--- src/hdl/clock_port_regs_pkg.sv ---
package clock_port_regs_pkg;

  // Register offsets
  localparam logic [7:0] ADDR_PLL_CONTROL_STATUS = 8'h04;
  localparam logic [7:0] ADDR_OSC_CONTROL_STATUS = 8'h05;
  localparam logic [7:0] ADDR_CONTROL_PORT_MODE  = 8'h06;

  // Field positions, pll_control_status
  localparam int POS_PLL_LOCK_FLAG = 4;
  localparam int POS_PLL_ENABLE    = 0;
  // Field positions, oscillator_control_status
  localparam int POS_OSC_SELECTED  = 5;
  localparam int POS_OSC_POWERDOWN = 4;
  localparam int POS_OSC_AUTO_DIS  = 0;
  // Field positions, control_port_mode
  localparam int POS_LEGACY_INC    = 4;
  localparam int POS_PAGE_WRAP_DIS = 3;
  localparam int POS_BOOK0_DELAY   = 2;
  localparam int POS_MISO_FUNC     = 1;

  // Reset values
  localparam logic RST_PLL_ENABLE      = 1'b1;
  localparam logic RST_OSC_AUTO_DIS    = 1'b1;
  localparam logic RST_LEGACY_INC      = 1'b0;
  localparam logic RST_PAGE_WRAP_DIS   = 1'b0;
  localparam logic RST_BOOK0_DELAY     = 1'b0;
  localparam logic RST_LOCK_FLAG       = 1'b1;
  localparam logic [7:0] RST_READ_DATA = 8'h00;

  // Address pointer constants
  localparam logic [6:0] PAGE_LAST_ADDR    = 7'h7F;
  localparam logic [6:0] PAGE_FIRST_ADDR   = 7'h00;
  localparam logic [6:0] NEXT_PAGE_ADDR    = 7'h08;
  localparam logic [6:0] ADDR_STEP         = 7'h01;
  localparam logic [7:0] PAGE_STEP         = 8'h01;
  localparam logic [7:0] BOOK_ZERO         = 8'h00;
  localparam int         INC_FLAG_POS      = 7;

  // Pin synchroniser depth
  localparam int SYNC_STAGES = 3;
  localparam int SYNC_COUNT  = 3;

  // MISO pin function codes
  typedef enum logic [1:0] {
    MISO_SPI_DATA = 2'b00,
    MISO_GPIO     = 2'b01
  } miso_func_t;

  // Register access request from the control-port front end
  typedef struct packed {
    logic       valid;
    logic       write;
    logic [7:0] addr;
    logic [7:0] wdata;
  } reg_req_t;

  // Address pointer command from the control-port front end
  typedef struct packed {
    logic       load;
    logic       advance;
    logic [7:0] addr_byte;
    logic [7:0] book;
    logic [7:0] page;
    logic       is_spi;
    logic       is_read;
  } ptr_cmd_t;

endpackage : clock_port_regs_pkg

--- src/hdl/clock_status_and_port_mode_regs.sv ---
`timescale 1ns/100ps
// Contract
// - Bit 4 of register 0x04 reads 0 while the PLL is locked and 1 while it is not.
// - While the PLL is disabled the lock flag always reads not locked.
// - The PLL enable bit 0 resets to 1; at 0 the PLL is off and master clock comes from the pin.
// - Bit 5 of register 0x05 reads 1 while the internal oscillator is the master clock.
// - Bit 4 of register 0x05 reads 1 while the oscillator is auto powered down, else 0.
// - Auto-disable bit 0 of 0x05 resets to 1 and powers the oscillator down when unneeded.
// - With the legacy increment bit 4 of 0x06 at 0 the I2C address always auto-increments.
// - With the legacy bit at 1 the I2C address increments only if the address byte MSB is set.
// - In non-zero books with page wrap bit 3 at 0 a page overrun continues at address 8 of next page.
// - With page wrap bit 3 at 1 a page overrun returns to address 0 of the same page.
// - SPI reads of non-zero books get one frame of delay between address and data.
// - Frame delay bit 2 resets to 0; at 1 book-zero SPI reads get the same one-frame delay.
// - MISO function bit 1 selects SPI data-out for code 00 and general IO three for code 01.
module clock_status_and_port_mode_regs
  import clock_port_regs_pkg::*;
(
  input  wire logic       i_clock,
  input  wire logic       i_rst,
  input  wire reg_req_t   i_req,
  input  wire ptr_cmd_t   i_ptr,
  input  wire logic       i_pll_locked,
  input  wire logic       i_osc_selected,
  input  wire logic       i_osc_needed,
  input  wire logic       i_spi_sdo_data,
  input  wire logic       i_spi_sdo_en,
  input  wire logic       i_general_io_three_out,
  input  wire logic       i_general_io_three_oe,
  input  wire logic       i_miso_pin_in,
  output logic [7:0]      o_rdata,
  output logic            o_rvalid,
  output logic            o_pll_enable,
  output logic            o_mclk_from_pin,
  output logic            o_osc_power_down,
  output logic [6:0]      o_reg_addr,
  output logic [7:0]      o_page,
  output logic [7:0]      o_book,
  output logic            o_incrementing,
  output logic            o_read_delay,
  output logic            o_miso_out,
  output logic            o_miso_oe,
  output logic            o_general_io_three_in
);

  // Pin inputs to synchronise: lock, oscillator select, MISO pin level
  localparam int N_SYNC = 3;
  logic [N_SYNC-1:0] raw_in;
  logic [N_SYNC-1:0] filt;
  assign raw_in = {i_miso_pin_in, i_osc_selected, i_pll_locked};

  // Three-stage synchroniser per input, change taken when stages two and three agree
  genvar g;
  generate
    for (g = 0; g < N_SYNC; g = g + 1) begin : g_sync
      logic [SYNC_STAGES-1:0] stage;
      logic                   held;
      logic                   next_held;
      always_comb begin
        next_held = held;
        if (stage[1] == stage[2]) begin
          next_held = stage[2];
        end
      end
      always_ff @(posedge i_clock) begin
        if (i_rst) begin
          stage <= '0;
          held  <= 1'b0;
        end else begin
          stage <= {stage[SYNC_STAGES-2:0], raw_in[g]};
          held  <= next_held;
        end
      end
      assign filt[g] = held;
    end
  endgenerate

  logic lock_sync;
  logic osc_sel_sync;
  logic miso_pin_sync;
  assign lock_sync     = filt[0];
  assign osc_sel_sync  = filt[1];
  assign miso_pin_sync = filt[2];

  // Control bits written by software
  logic       pll_enable;
  logic       osc_auto_disable;
  logic       legacy_increment_mode;
  logic       page_wrap_disable;
  logic       book_zero_read_delay;
  miso_func_t miso_function_select;
  logic       next_pll_enable;
  logic       next_osc_auto_disable;
  logic       next_legacy_increment_mode;
  logic       next_page_wrap_disable;
  logic       next_book_zero_read_delay;
  miso_func_t next_miso_function_select;

  // Live status flags
  logic pll_lock_flag;
  logic osc_selected_flag;
  logic osc_powered_down_flag;
  logic next_pll_lock_flag;
  logic next_osc_selected_flag;
  logic next_osc_powered_down_flag;

  // Read answer
  logic [7:0] rdata;
  logic       rvalid;
  logic [7:0] next_rdata;
  logic       next_rvalid;

  // Register writes and status tracking
  always_comb begin
    next_pll_enable            = pll_enable;
    next_osc_auto_disable      = osc_auto_disable;
    next_legacy_increment_mode = legacy_increment_mode;
    next_page_wrap_disable     = page_wrap_disable;
    next_book_zero_read_delay  = book_zero_read_delay;
    next_miso_function_select  = miso_function_select;
    if (i_req.valid && i_req.write) begin
      case (i_req.addr)
        ADDR_PLL_CONTROL_STATUS: begin
          next_pll_enable = i_req.wdata[POS_PLL_ENABLE];
        end
        ADDR_OSC_CONTROL_STATUS: begin
          next_osc_auto_disable = i_req.wdata[POS_OSC_AUTO_DIS];
        end
        ADDR_CONTROL_PORT_MODE: begin
          next_legacy_increment_mode = i_req.wdata[POS_LEGACY_INC];
          next_page_wrap_disable     = i_req.wdata[POS_PAGE_WRAP_DIS];
          next_book_zero_read_delay  = i_req.wdata[POS_BOOK0_DELAY];
          next_miso_function_select  = i_req.wdata[POS_MISO_FUNC] ? MISO_GPIO
                                                                  : MISO_SPI_DATA;
        end
        default: begin
          next_pll_enable = pll_enable;
        end
      endcase
    end
    next_pll_lock_flag         = ~(pll_enable & lock_sync);
    next_osc_selected_flag     = osc_sel_sync;
    next_osc_powered_down_flag = osc_auto_disable & ~i_osc_needed & ~osc_sel_sync;
  end

  // Read mux, reserved bits read zero, unmapped offsets read zero
  always_comb begin
    next_rvalid = i_req.valid & ~i_req.write;
    next_rdata  = rdata;
    if (i_req.valid && !i_req.write) begin
      next_rdata = RST_READ_DATA;
      case (i_req.addr)
        ADDR_PLL_CONTROL_STATUS: begin
          next_rdata[POS_PLL_LOCK_FLAG] = pll_lock_flag;
          next_rdata[POS_PLL_ENABLE]    = pll_enable;
        end
        ADDR_OSC_CONTROL_STATUS: begin
          next_rdata[POS_OSC_SELECTED]  = osc_selected_flag;
          next_rdata[POS_OSC_POWERDOWN] = osc_powered_down_flag;
          next_rdata[POS_OSC_AUTO_DIS]  = osc_auto_disable;
        end
        ADDR_CONTROL_PORT_MODE: begin
          next_rdata[POS_LEGACY_INC]    = legacy_increment_mode;
          next_rdata[POS_PAGE_WRAP_DIS] = page_wrap_disable;
          next_rdata[POS_BOOK0_DELAY]   = book_zero_read_delay;
          next_rdata[POS_MISO_FUNC]     = miso_function_select[0];
        end
        default: begin
          next_rdata = RST_READ_DATA;
        end
      endcase
    end
  end

  always_ff @(posedge i_clock) begin
    if (i_rst) begin
      pll_enable            <= RST_PLL_ENABLE;
      osc_auto_disable      <= RST_OSC_AUTO_DIS;
      legacy_increment_mode <= RST_LEGACY_INC;
      page_wrap_disable     <= RST_PAGE_WRAP_DIS;
      book_zero_read_delay  <= RST_BOOK0_DELAY;
      miso_function_select  <= MISO_SPI_DATA;
      pll_lock_flag         <= RST_LOCK_FLAG;
      osc_selected_flag     <= 1'b0;
      osc_powered_down_flag <= 1'b0;
      rdata                 <= RST_READ_DATA;
      rvalid                <= 1'b0;
    end else begin
      pll_enable            <= next_pll_enable;
      osc_auto_disable      <= next_osc_auto_disable;
      legacy_increment_mode <= next_legacy_increment_mode;
      page_wrap_disable     <= next_page_wrap_disable;
      book_zero_read_delay  <= next_book_zero_read_delay;
      miso_function_select  <= next_miso_function_select;
      pll_lock_flag         <= next_pll_lock_flag;
      osc_selected_flag     <= next_osc_selected_flag;
      osc_powered_down_flag <= next_osc_powered_down_flag;
      rdata                 <= next_rdata;
      rvalid                <= next_rvalid;
    end
  end

  // Address pointer state
  logic [6:0] reg_addr;
  logic [7:0] page;
  logic [7:0] book;
  logic       incrementing;
  logic       read_delay;
  logic [6:0] next_reg_addr;
  logic [7:0] next_page;
  logic [7:0] next_book;
  logic       next_incrementing;
  logic       next_read_delay;

  // Pointer load and advance
  always_comb begin
    next_reg_addr     = reg_addr;
    next_page         = page;
    next_book         = book;
    next_incrementing = incrementing;
    next_read_delay   = read_delay;
    if (i_ptr.load) begin
      next_reg_addr     = i_ptr.addr_byte[6:0];
      next_page         = i_ptr.page;
      next_book         = i_ptr.book;
      // Legacy mode on I2C decides per transfer from the address MSB
      next_incrementing = i_ptr.is_spi | ~legacy_increment_mode
                          | i_ptr.addr_byte[INC_FLAG_POS];
      next_read_delay   = i_ptr.is_spi & i_ptr.is_read
                          & ((i_ptr.book != BOOK_ZERO) | book_zero_read_delay);
    end else if (i_ptr.advance && incrementing) begin
      if (reg_addr == PAGE_LAST_ADDR) begin
        if ((book != BOOK_ZERO) && !page_wrap_disable) begin
          next_page     = page + PAGE_STEP;
          next_reg_addr = NEXT_PAGE_ADDR;
        end else begin
          next_reg_addr = PAGE_FIRST_ADDR;
        end
      end else begin
        next_reg_addr = reg_addr + ADDR_STEP;
      end
    end
  end

  always_ff @(posedge i_clock) begin
    if (i_rst) begin
      reg_addr     <= PAGE_FIRST_ADDR;
      page         <= BOOK_ZERO;
      book         <= BOOK_ZERO;
      incrementing <= 1'b1;
      read_delay   <= 1'b0;
    end else begin
      reg_addr     <= next_reg_addr;
      page         <= next_page;
      book         <= next_book;
      incrementing <= next_incrementing;
      read_delay   <= next_read_delay;
    end
  end

  // MISO pin function and clock routing
  logic next_miso_out;
  logic next_miso_oe;
  always_comb begin
    case (miso_function_select)
      MISO_SPI_DATA: begin
        next_miso_out = i_spi_sdo_data;
        next_miso_oe  = i_spi_sdo_en;
      end
      MISO_GPIO: begin
        next_miso_out = i_general_io_three_out;
        next_miso_oe  = i_general_io_three_oe;
      end
      default: begin
        next_miso_out = 1'b0;
        next_miso_oe  = 1'b0;
      end
    endcase
  end

  always_ff @(posedge i_clock) begin
    if (i_rst) begin
      o_miso_out       <= 1'b0;
      o_miso_oe        <= 1'b0;
      o_general_io_three_in       <= 1'b0;
      o_pll_enable     <= RST_PLL_ENABLE;
      o_mclk_from_pin  <= ~RST_PLL_ENABLE;
      o_osc_power_down <= 1'b0;
    end else begin
      o_miso_out       <= next_miso_out;
      o_miso_oe        <= next_miso_oe;
      o_general_io_three_in       <= miso_pin_sync;
      o_pll_enable     <= pll_enable;
      o_mclk_from_pin  <= ~pll_enable;
      o_osc_power_down <= next_osc_powered_down_flag;
    end
  end

  // Registered outputs
  assign o_rdata        = rdata;
  assign o_rvalid       = rvalid;
  assign o_reg_addr     = reg_addr;
  assign o_page         = page;
  assign o_book         = book;
  assign o_incrementing = incrementing;
  assign o_read_delay   = read_delay;

endmodule : clock_status_and_port_mode_regs

--- config.mk ---
export PLATFORM = sky130hd
export DESIGN_NAME = clock_status_and_port_mode_regs
export DESIGN_NICKNAME = d
export VERILOG_FILES = /design/src/hdl/clock_port_regs_pkg.sv /design/src/hdl/clock_status_and_port_mode_regs.sv
export SDC_FILE = /design/constraint.sdc
export NUM_CORES = 1
export LEC_CHECK = 0
export BUFFER_PORTS_ARGS = -buffer_cell sky130_fd_sc_hd__clkbuf_2
export CAP_MARGIN = 20
export CORE_AREA = 2 2 62 94
export DETAILED_ROUTE_END_ITERATION = 7
export DIE_AREA = 0 0 64 96
export HOLD_SLACK_MARGIN = 0.06
export PLACE_DENSITY = 0.81
export SLEW_MARGIN = 20
export SYNTH_ARGS = -nofsm -noshare
export SYNTH_HDL_FRONTEND = slang
export SYNTH_SLANG_ARGS = --single-unit
--- constraint.sdc ---
create_clock -name i_clock -period 2.49 [get_ports i_clock]
set_input_delay 0.498 -clock i_clock [delete_from_list [all_inputs] [get_ports i_clock]]
set_output_delay 0.498 -clock i_clock [all_outputs]
set_load 0.03 [all_outputs]
==> impl_results.md, run 1 <==
- Outcome: complete, no violations
- Leakage: 1.40 nW
- Number of hold buffers added after cts: 0
- Commonest non-fill, non-tap cell in the layout: clkbuf_2
- Clk slew on worst S/H paths: 60 ps
- Total CTS buffers: 9
- Post-Synthesis Cells: 269
- Final Hold Violating Endpoints: 0
- DRT iter0 DRCs: 137
- Fill cell count: 462
- RSZ-0062 raised after global routing: false
- I/O pins: 96
- CORE AREA: 5330 sq um
- Max_slew headroom: 43.2%
- Post-Synthesis Cell Area: around 2400 sq um
- CP Launch Type: flip-flop
- Antenna Nets Post-Route: 0
- Post-synth top area share: 47.8%
- Synth Flop Type: dfxtp_1
- Max H-tree Level: 3
- Area Growth Syn to Fin: 28.1%
- Nets@finish: roughly 420
- Period utilization: 83.3%
- Die height: between 90 and 100 um
- TritonCTS clock tree: done
- Final Setup Violations: 0
- Routability Congestion: 0.881
- Seq/Total Area, Yosys: about 48%
- FF+latch count, synth: 58
- Port bufs: 90
- HPWL after detailed placement: ~4300 um
- Layout cell share with drive strength beyond 1: about 30%
- Aggregate global routing overflow: 0
- Initial antenna violation count: 0
- WP data required: between 2000 and 3000 ps
- Syn. warnings: 0
- WS Path Type: reg -> reg
- Hold Path Class: in -> reg
- Max cap viols: 0
- Ranking of synthesized cells by area: dfxtp_1, mux2i_1, nor2_1
- Resize count post-CTS: 0
- Setup TNS: 0 ps
- Die width: 64 um
- Commonest cells after routing, fill and taps aside: clkbuf_2, dfxtp_1, nor2_1, nand2_1, mux2i_1
- Max Clock Skew: between 5 and 6 ps
- Cell variety after synth: 51
- Clock Path Buffers: 2
- Fmax: 0.482 GHz
- Critical Path Sink Type: flip-flop
- Area leader, netlist: dfxtp_1
- CP arrival: about 2300 ps
- Routed WL: 5910 um
- Starting Density: 45.6%
- Dpl ws: 329 ps
- Vias/cell: about 5.4
- Clock Latency Late Sink: roughly 330 ps
- Drt wl/cell: 13.7 um
- Ys async rst share: 0%
- Die area: 6140 sq um
- Residual DRC: 0
- CP max FO: 7
- Post-CTS Setup Repair Bufs: 0
- Slew Limit Fails: 0
- Crit path largest cell delay: 610 ps
- Critical Path, Cell by Cell: or4_1 -> o2111ai_1 -> nand2_1 -> a221oi_1
- First-pass GRT wire length: approximately 9300 um
- Worst vdd ir: 0.000395 V
- Site Rows: 33
- Largest net degree at the start of global routing: 44
- Root buffer selected by CTS: clkbuf_8
- Slowest CP cell: or4_1
- CTS Sinks: 58
- CP top delay family: compound AO/OA/AOI/OAI gates
- Total GRT Usage: 19.8%
- DRT Pass-1 Iters: 4
- Cell Pwr Density: 673 nW/um^2
- Post-synth EDFFs: 0
- Final WS setup: around 420 ps
- Routed vias: 2312
- Number of global-route vias before repair: around 2100
- Mean Syn Cell Area: 9.03 sq um
- Crit path time final: 2070 ps
- Antenna cells: 0
- Least-Margin Pin Slew: 852 ps
- Buffers and inverters on the worst path: 0
worst reg2reg max path, cell delays in order (launching register included):
cell and delay [ps]:
dfxtp_1 320, or4_1 610, o2111ai_1 580, nand2_1 160, a221oi_1 290
cells in the mapped netlist, types with 2 or more instances:
| cell | count |
|---|---|
| nand4_1 | 4 |
| a31oi_1 | 2 |
| and3_1 | 2 |
| a2111oi_1 | 2 |
| o31a_1 | 4 |
| xnor2_1 | 2 |
| and4_1 | 3 |
| nor4_1 | 3 |
| inv_1 | 9 |
| nand2b_1 | 3 |
| a311oi_1 | 7 |
| nor3_1 | 6 |
| o21ai_0 | 6 |
| dfxtp_1 | 58 |
| ha_1 | 2 |
| clkbuf_1 | 9 |
| or4_1 | 3 |
| a211oi_1 | 4 |
| buf_1 | 3 |
| buf_4 | 2 |
| nor2_1 | 31 |
| or3_1 | 2 |
| and2_1 | 2 |
| a21oi_1 | 14 |
| nand3_1 | 9 |
| nor2b_1 | 14 |
| mux2i_1 | 16 |
| nand2_1 | 24 |
layer usage:
layer  GRT usage (%)  share of wire, %  wire (um)
met5               0                 0          0
met4            13.6               2.7        158
met3            4.21               5.0        297
met1            20.7                39       2310
met2            35.2                53       3140
power by group:
group | switching [mW] | internal (mW)
combinational | 0.156 | 0.0942
clock | 0.346 | 0.502
sequential | 0.0332 | 0.963
total | 0.535 | 1.56
flip-flops by register name (all words and copies together) (netlist names):
signal / cells
o_rdata: 6
legacy_increment_mode: 1
miso_function_select: 1
o_rvalid: 1
o_mclk_from_pin: 1
page_wrap_disable: 1
pll_lock_flag: 1
o_general_io_three_in: 1
o_incrementing: 1
book_zero_read_delay: 1
o_miso_oe: 1
o_reg_addr: 7
o_miso_out: 1
o_page: 8
o_pll_enable: 1
o_book: 8
osc_auto_disable: 1
osc_selected_flag: 1
g_sync.stage: 9
o_read_delay: 1
g_sync.held: 3
o_osc_power_down: 1
pll_enable: 1
metrics by stage:
step	hold slack [ps]	instances	total power [mW]	area, sq um	utilization [%]
floorplan	390	270	1.17	2430	-
global placement	409	417	1.26	2920	54.9
detailed placement	427	417	1.27	2920	54.9
CTS	330	431	2.11	3110	58.4
global route	350	431	2.18	3110	58.4
finish	339	431	2.09	3110	58.4
path summary, 6_finish.rpt:
path	startpoint	to	slack, ps	cells after the start
min reg2reg	g_sync[0].held	pll_lock_flag	430	1
min	i_osc_needed	o_osc_power_down	340	2
max reg2reg	o_book[4]	o_page[1]	420	4
max	o_book[4]	o_page[1]	420	4
layout make-up:
cell class | instances | area, sq um | area share [%]
sequential | 58 | 1160 | 37.3
clock buffer | 11 | 151 | 4.86
multi-input combinational | 188 | 1170 | 37.7
timing repair buffer | 92 | 465 | 15.0
tap | 70 | 87.6 | 2.81
inverter | 9 | 33.8 | 1.09
clock inverter | 3 | 40.0 | 1.29
kinds of logic after synthesis:
family                   after synthesis  share of synthesized area [%]
adder cells (fa/ha/maj)                2                           1.03
XOR/XNOR                               2                          0.721
buffers and inverters                 24                           4.07
AO/OA/AOI/OAI                         52                           15.3
AND/OR/NAND/NOR                      113                           23.9
other                                  1                          0.154
flip-flops                            58                           47.8
multiplexers                          17                           7.05
No activity file was read; power rests on OpenSTA's default activity.
==> run 2, diff against run 1 <==
==> constraint.sdc (replaced) <==
create_clock -name i_clock -period 2.14 [get_ports i_clock]
set_input_delay 0.428 -clock i_clock [delete_from_list [all_inputs] [get_ports i_clock]]
set_output_delay 0.428 -clock i_clock [all_outputs]
set_load 0.03 [all_outputs]
==> run 2 against run 1 <==
Fmax increased by 11%. Worst hold slack got worse by 64 ps. Flip-flop and latch count unchanged. Critical path type unchanged. Critical path depth unchanged.
==> impl_results.md, run 2 (synthesized netlist as in run 1, its figures left out) <==
- Outcome: complete, no violations
- I/O pins: 96
- CTS Sinks: slightly below 60
- Initial antenna violation count: 0
- Met1 usage in global routing: 19.1%
- Antenna Nets Post-Route: 0
- Hold Path Class: in -> reg
- Fmax: about 0.54 GHz
- Layout cell share with drive strength beyond 1: 30.1%
- Worst vdd ir: 0.000411 V
- Vias/cell: 5.40
- First-pass GRT wire length: 9590 um
- Max_slew headroom: 53.9%
- R2R Setup Slk: around 270 ps
- CORE AREA: 5330 sq um
- Total CTS buffers: 9
- DRT iter0 DRCs: 135
- Max H-tree Level: 3
- TritonCTS clock tree: done
- Area Growth Syn to Fin: 28.3%
- M3 GR Usage: 6.08%
- Final Setup Violations: 0
- Reg with most FFs: g_sync.stage
- Max Clock Skew: ~6.9 ps
- Least-Margin Pin Slew: 692 ps
- Clk slew on worst S/H paths: approximately 60 ps
- Critical Path Sink Type: flip-flop
- Clk pwr share: 36.7%
- Final WS setup: about 270 ps
- Die width: 64 um
- FF-to-FF End: o_page[6]
- Routed vias: 2347
- Crit Reg-Reg Startpoint: o_book[4]
- Port bufs: 90
- Crit path time final: approximately 1900 ps
- Leakage: 1.40 nW
- CP max FO: 4
- Nets@finish: 421
- Number of flip-flops in the largest register: 9
- Number of hold buffers added after cts: 0
- Reg2reg path depth: 4
- CP Capture Point: o_page[6]
- Hold WS: 275 ps
- Sequential share of power: 50.4%
- Starting Density: 45.6%
- Root buffer selected by CTS: clkbuf_8
- Routability Congestion: 0.865
- HPWL after detailed placement: between 4000 and 5000 um
- Setup TNS: 0 ps
- Period utilization: roughly 87%
- Resize count post-CTS: 0
- DRT Pass-1 Iters: 4
- CP Launch Type: flip-flop
- Site Rows: 33
- Die height: 96 um
- Largest net degree at the start of global routing: 35
- Cell Pwr Density: 737 nW/um^2
- Grt met2 use: 39.5%
- Commonest non-fill, non-tap cell in the layout: clkbuf_2
- Aggregate global routing overflow: 0
- Clock Path Buffers: 2
- Number of global-route vias before repair: 2157
- Sw Ratio: 26.1%
- WS Path Type: reg -> reg
- Slew Limit Fails: 0
- Post-CTS Setup Repair Bufs: 0
- Core Util, Final: between 50% and 60%
- Total GRT Usage: 20.6%
- Dpl ws: 18.8 ps
- Antenna cells: 0
- Part of the power in combinational logic: 12.9%
- Worst setup path startpoint: o_book[4]
- RSZ-0062 raised after global routing: false
- Commonest cells after routing, fill and taps aside: clkbuf_2, dfxtp_1, nor2_1, nand2_1, mux2i_1
- Residual DRC: 0
- Gr busiest metal: met2
- Max cap viols: 0
- Routed WL: around 6000 um
- Final Hold Violating Endpoints: 0
- CP arrival: 2060 ps
- Net Switching: 0.600 mW
- Clock Latency Late Sink: roughly 330 ps
- Int Power: ~1.7 mW
- WP data required: 2330 ps
- Drt wl/cell: 13.7 um
- Die area: 6140 sq um
## run 2: how the worst min path moves through the flow
stage | from | to | slack, ps | depth (start not counted)
after floorplan | g_sync[0].held | pll_lock_flag | 390 | 1
after global placement | g_sync[0].held | pll_lock_flag | 410 | 1
after detailed placement | g_sync[0].held | pll_lock_flag | 410 | 1
after CTS | i_osc_needed | o_osc_power_down | 250 | 2
after global routing | i_osc_needed | o_osc_power_down | 270 | 2
final | i_osc_needed | o_osc_power_down | 280 | 2
## run 2: power by group through the flow
stage	combinational (mW)	clock, mW	sequential [mW]
floorplan	0.120	0	1.24
global placement	0.291	0	1.18
detailed placement	0.297	0	1.18
CTS	0.298	0.875	1.16
global route	0.322	0.917	1.16
finish	0.297	0.844	1.16
## run 2: final cells by class
cell class              instances  area [sq um]
well taps                      70          87.6
flip-flops and latches         58          1160
multi-input cells             188          1170
fillers                       470          2210
repair buffers                 97           503
clock buffers                  13           159
inverters                       9          33.8
## run 2: metal layers
| layer | up-vias | wire length [um] |
|---|---|---|
| met1 | 1068 | 2220 |
| met2 | 109 | 3200 |
| met4 | 0 | 141 |
| met3 | 13 | 407 |
| met5 | - | 0 |
| li1 | 1157 | - |
## run 2: stage by stage
step	cell area (sq um)	cells	total power, mW
floorplan	2430	270	1.36
global placement	2960	422	1.47
detailed placement	2960	422	1.48
CTS	3120	435	2.33
global route	3120	435	2.40
finish	3120	435	2.30
## run 2: critical path, stage by stage, from the launching register on
cell       delay (ps)
dfxtp_1           320
or4_1             590
o211a_1           300
and3_1            160
a2111oi_1         360
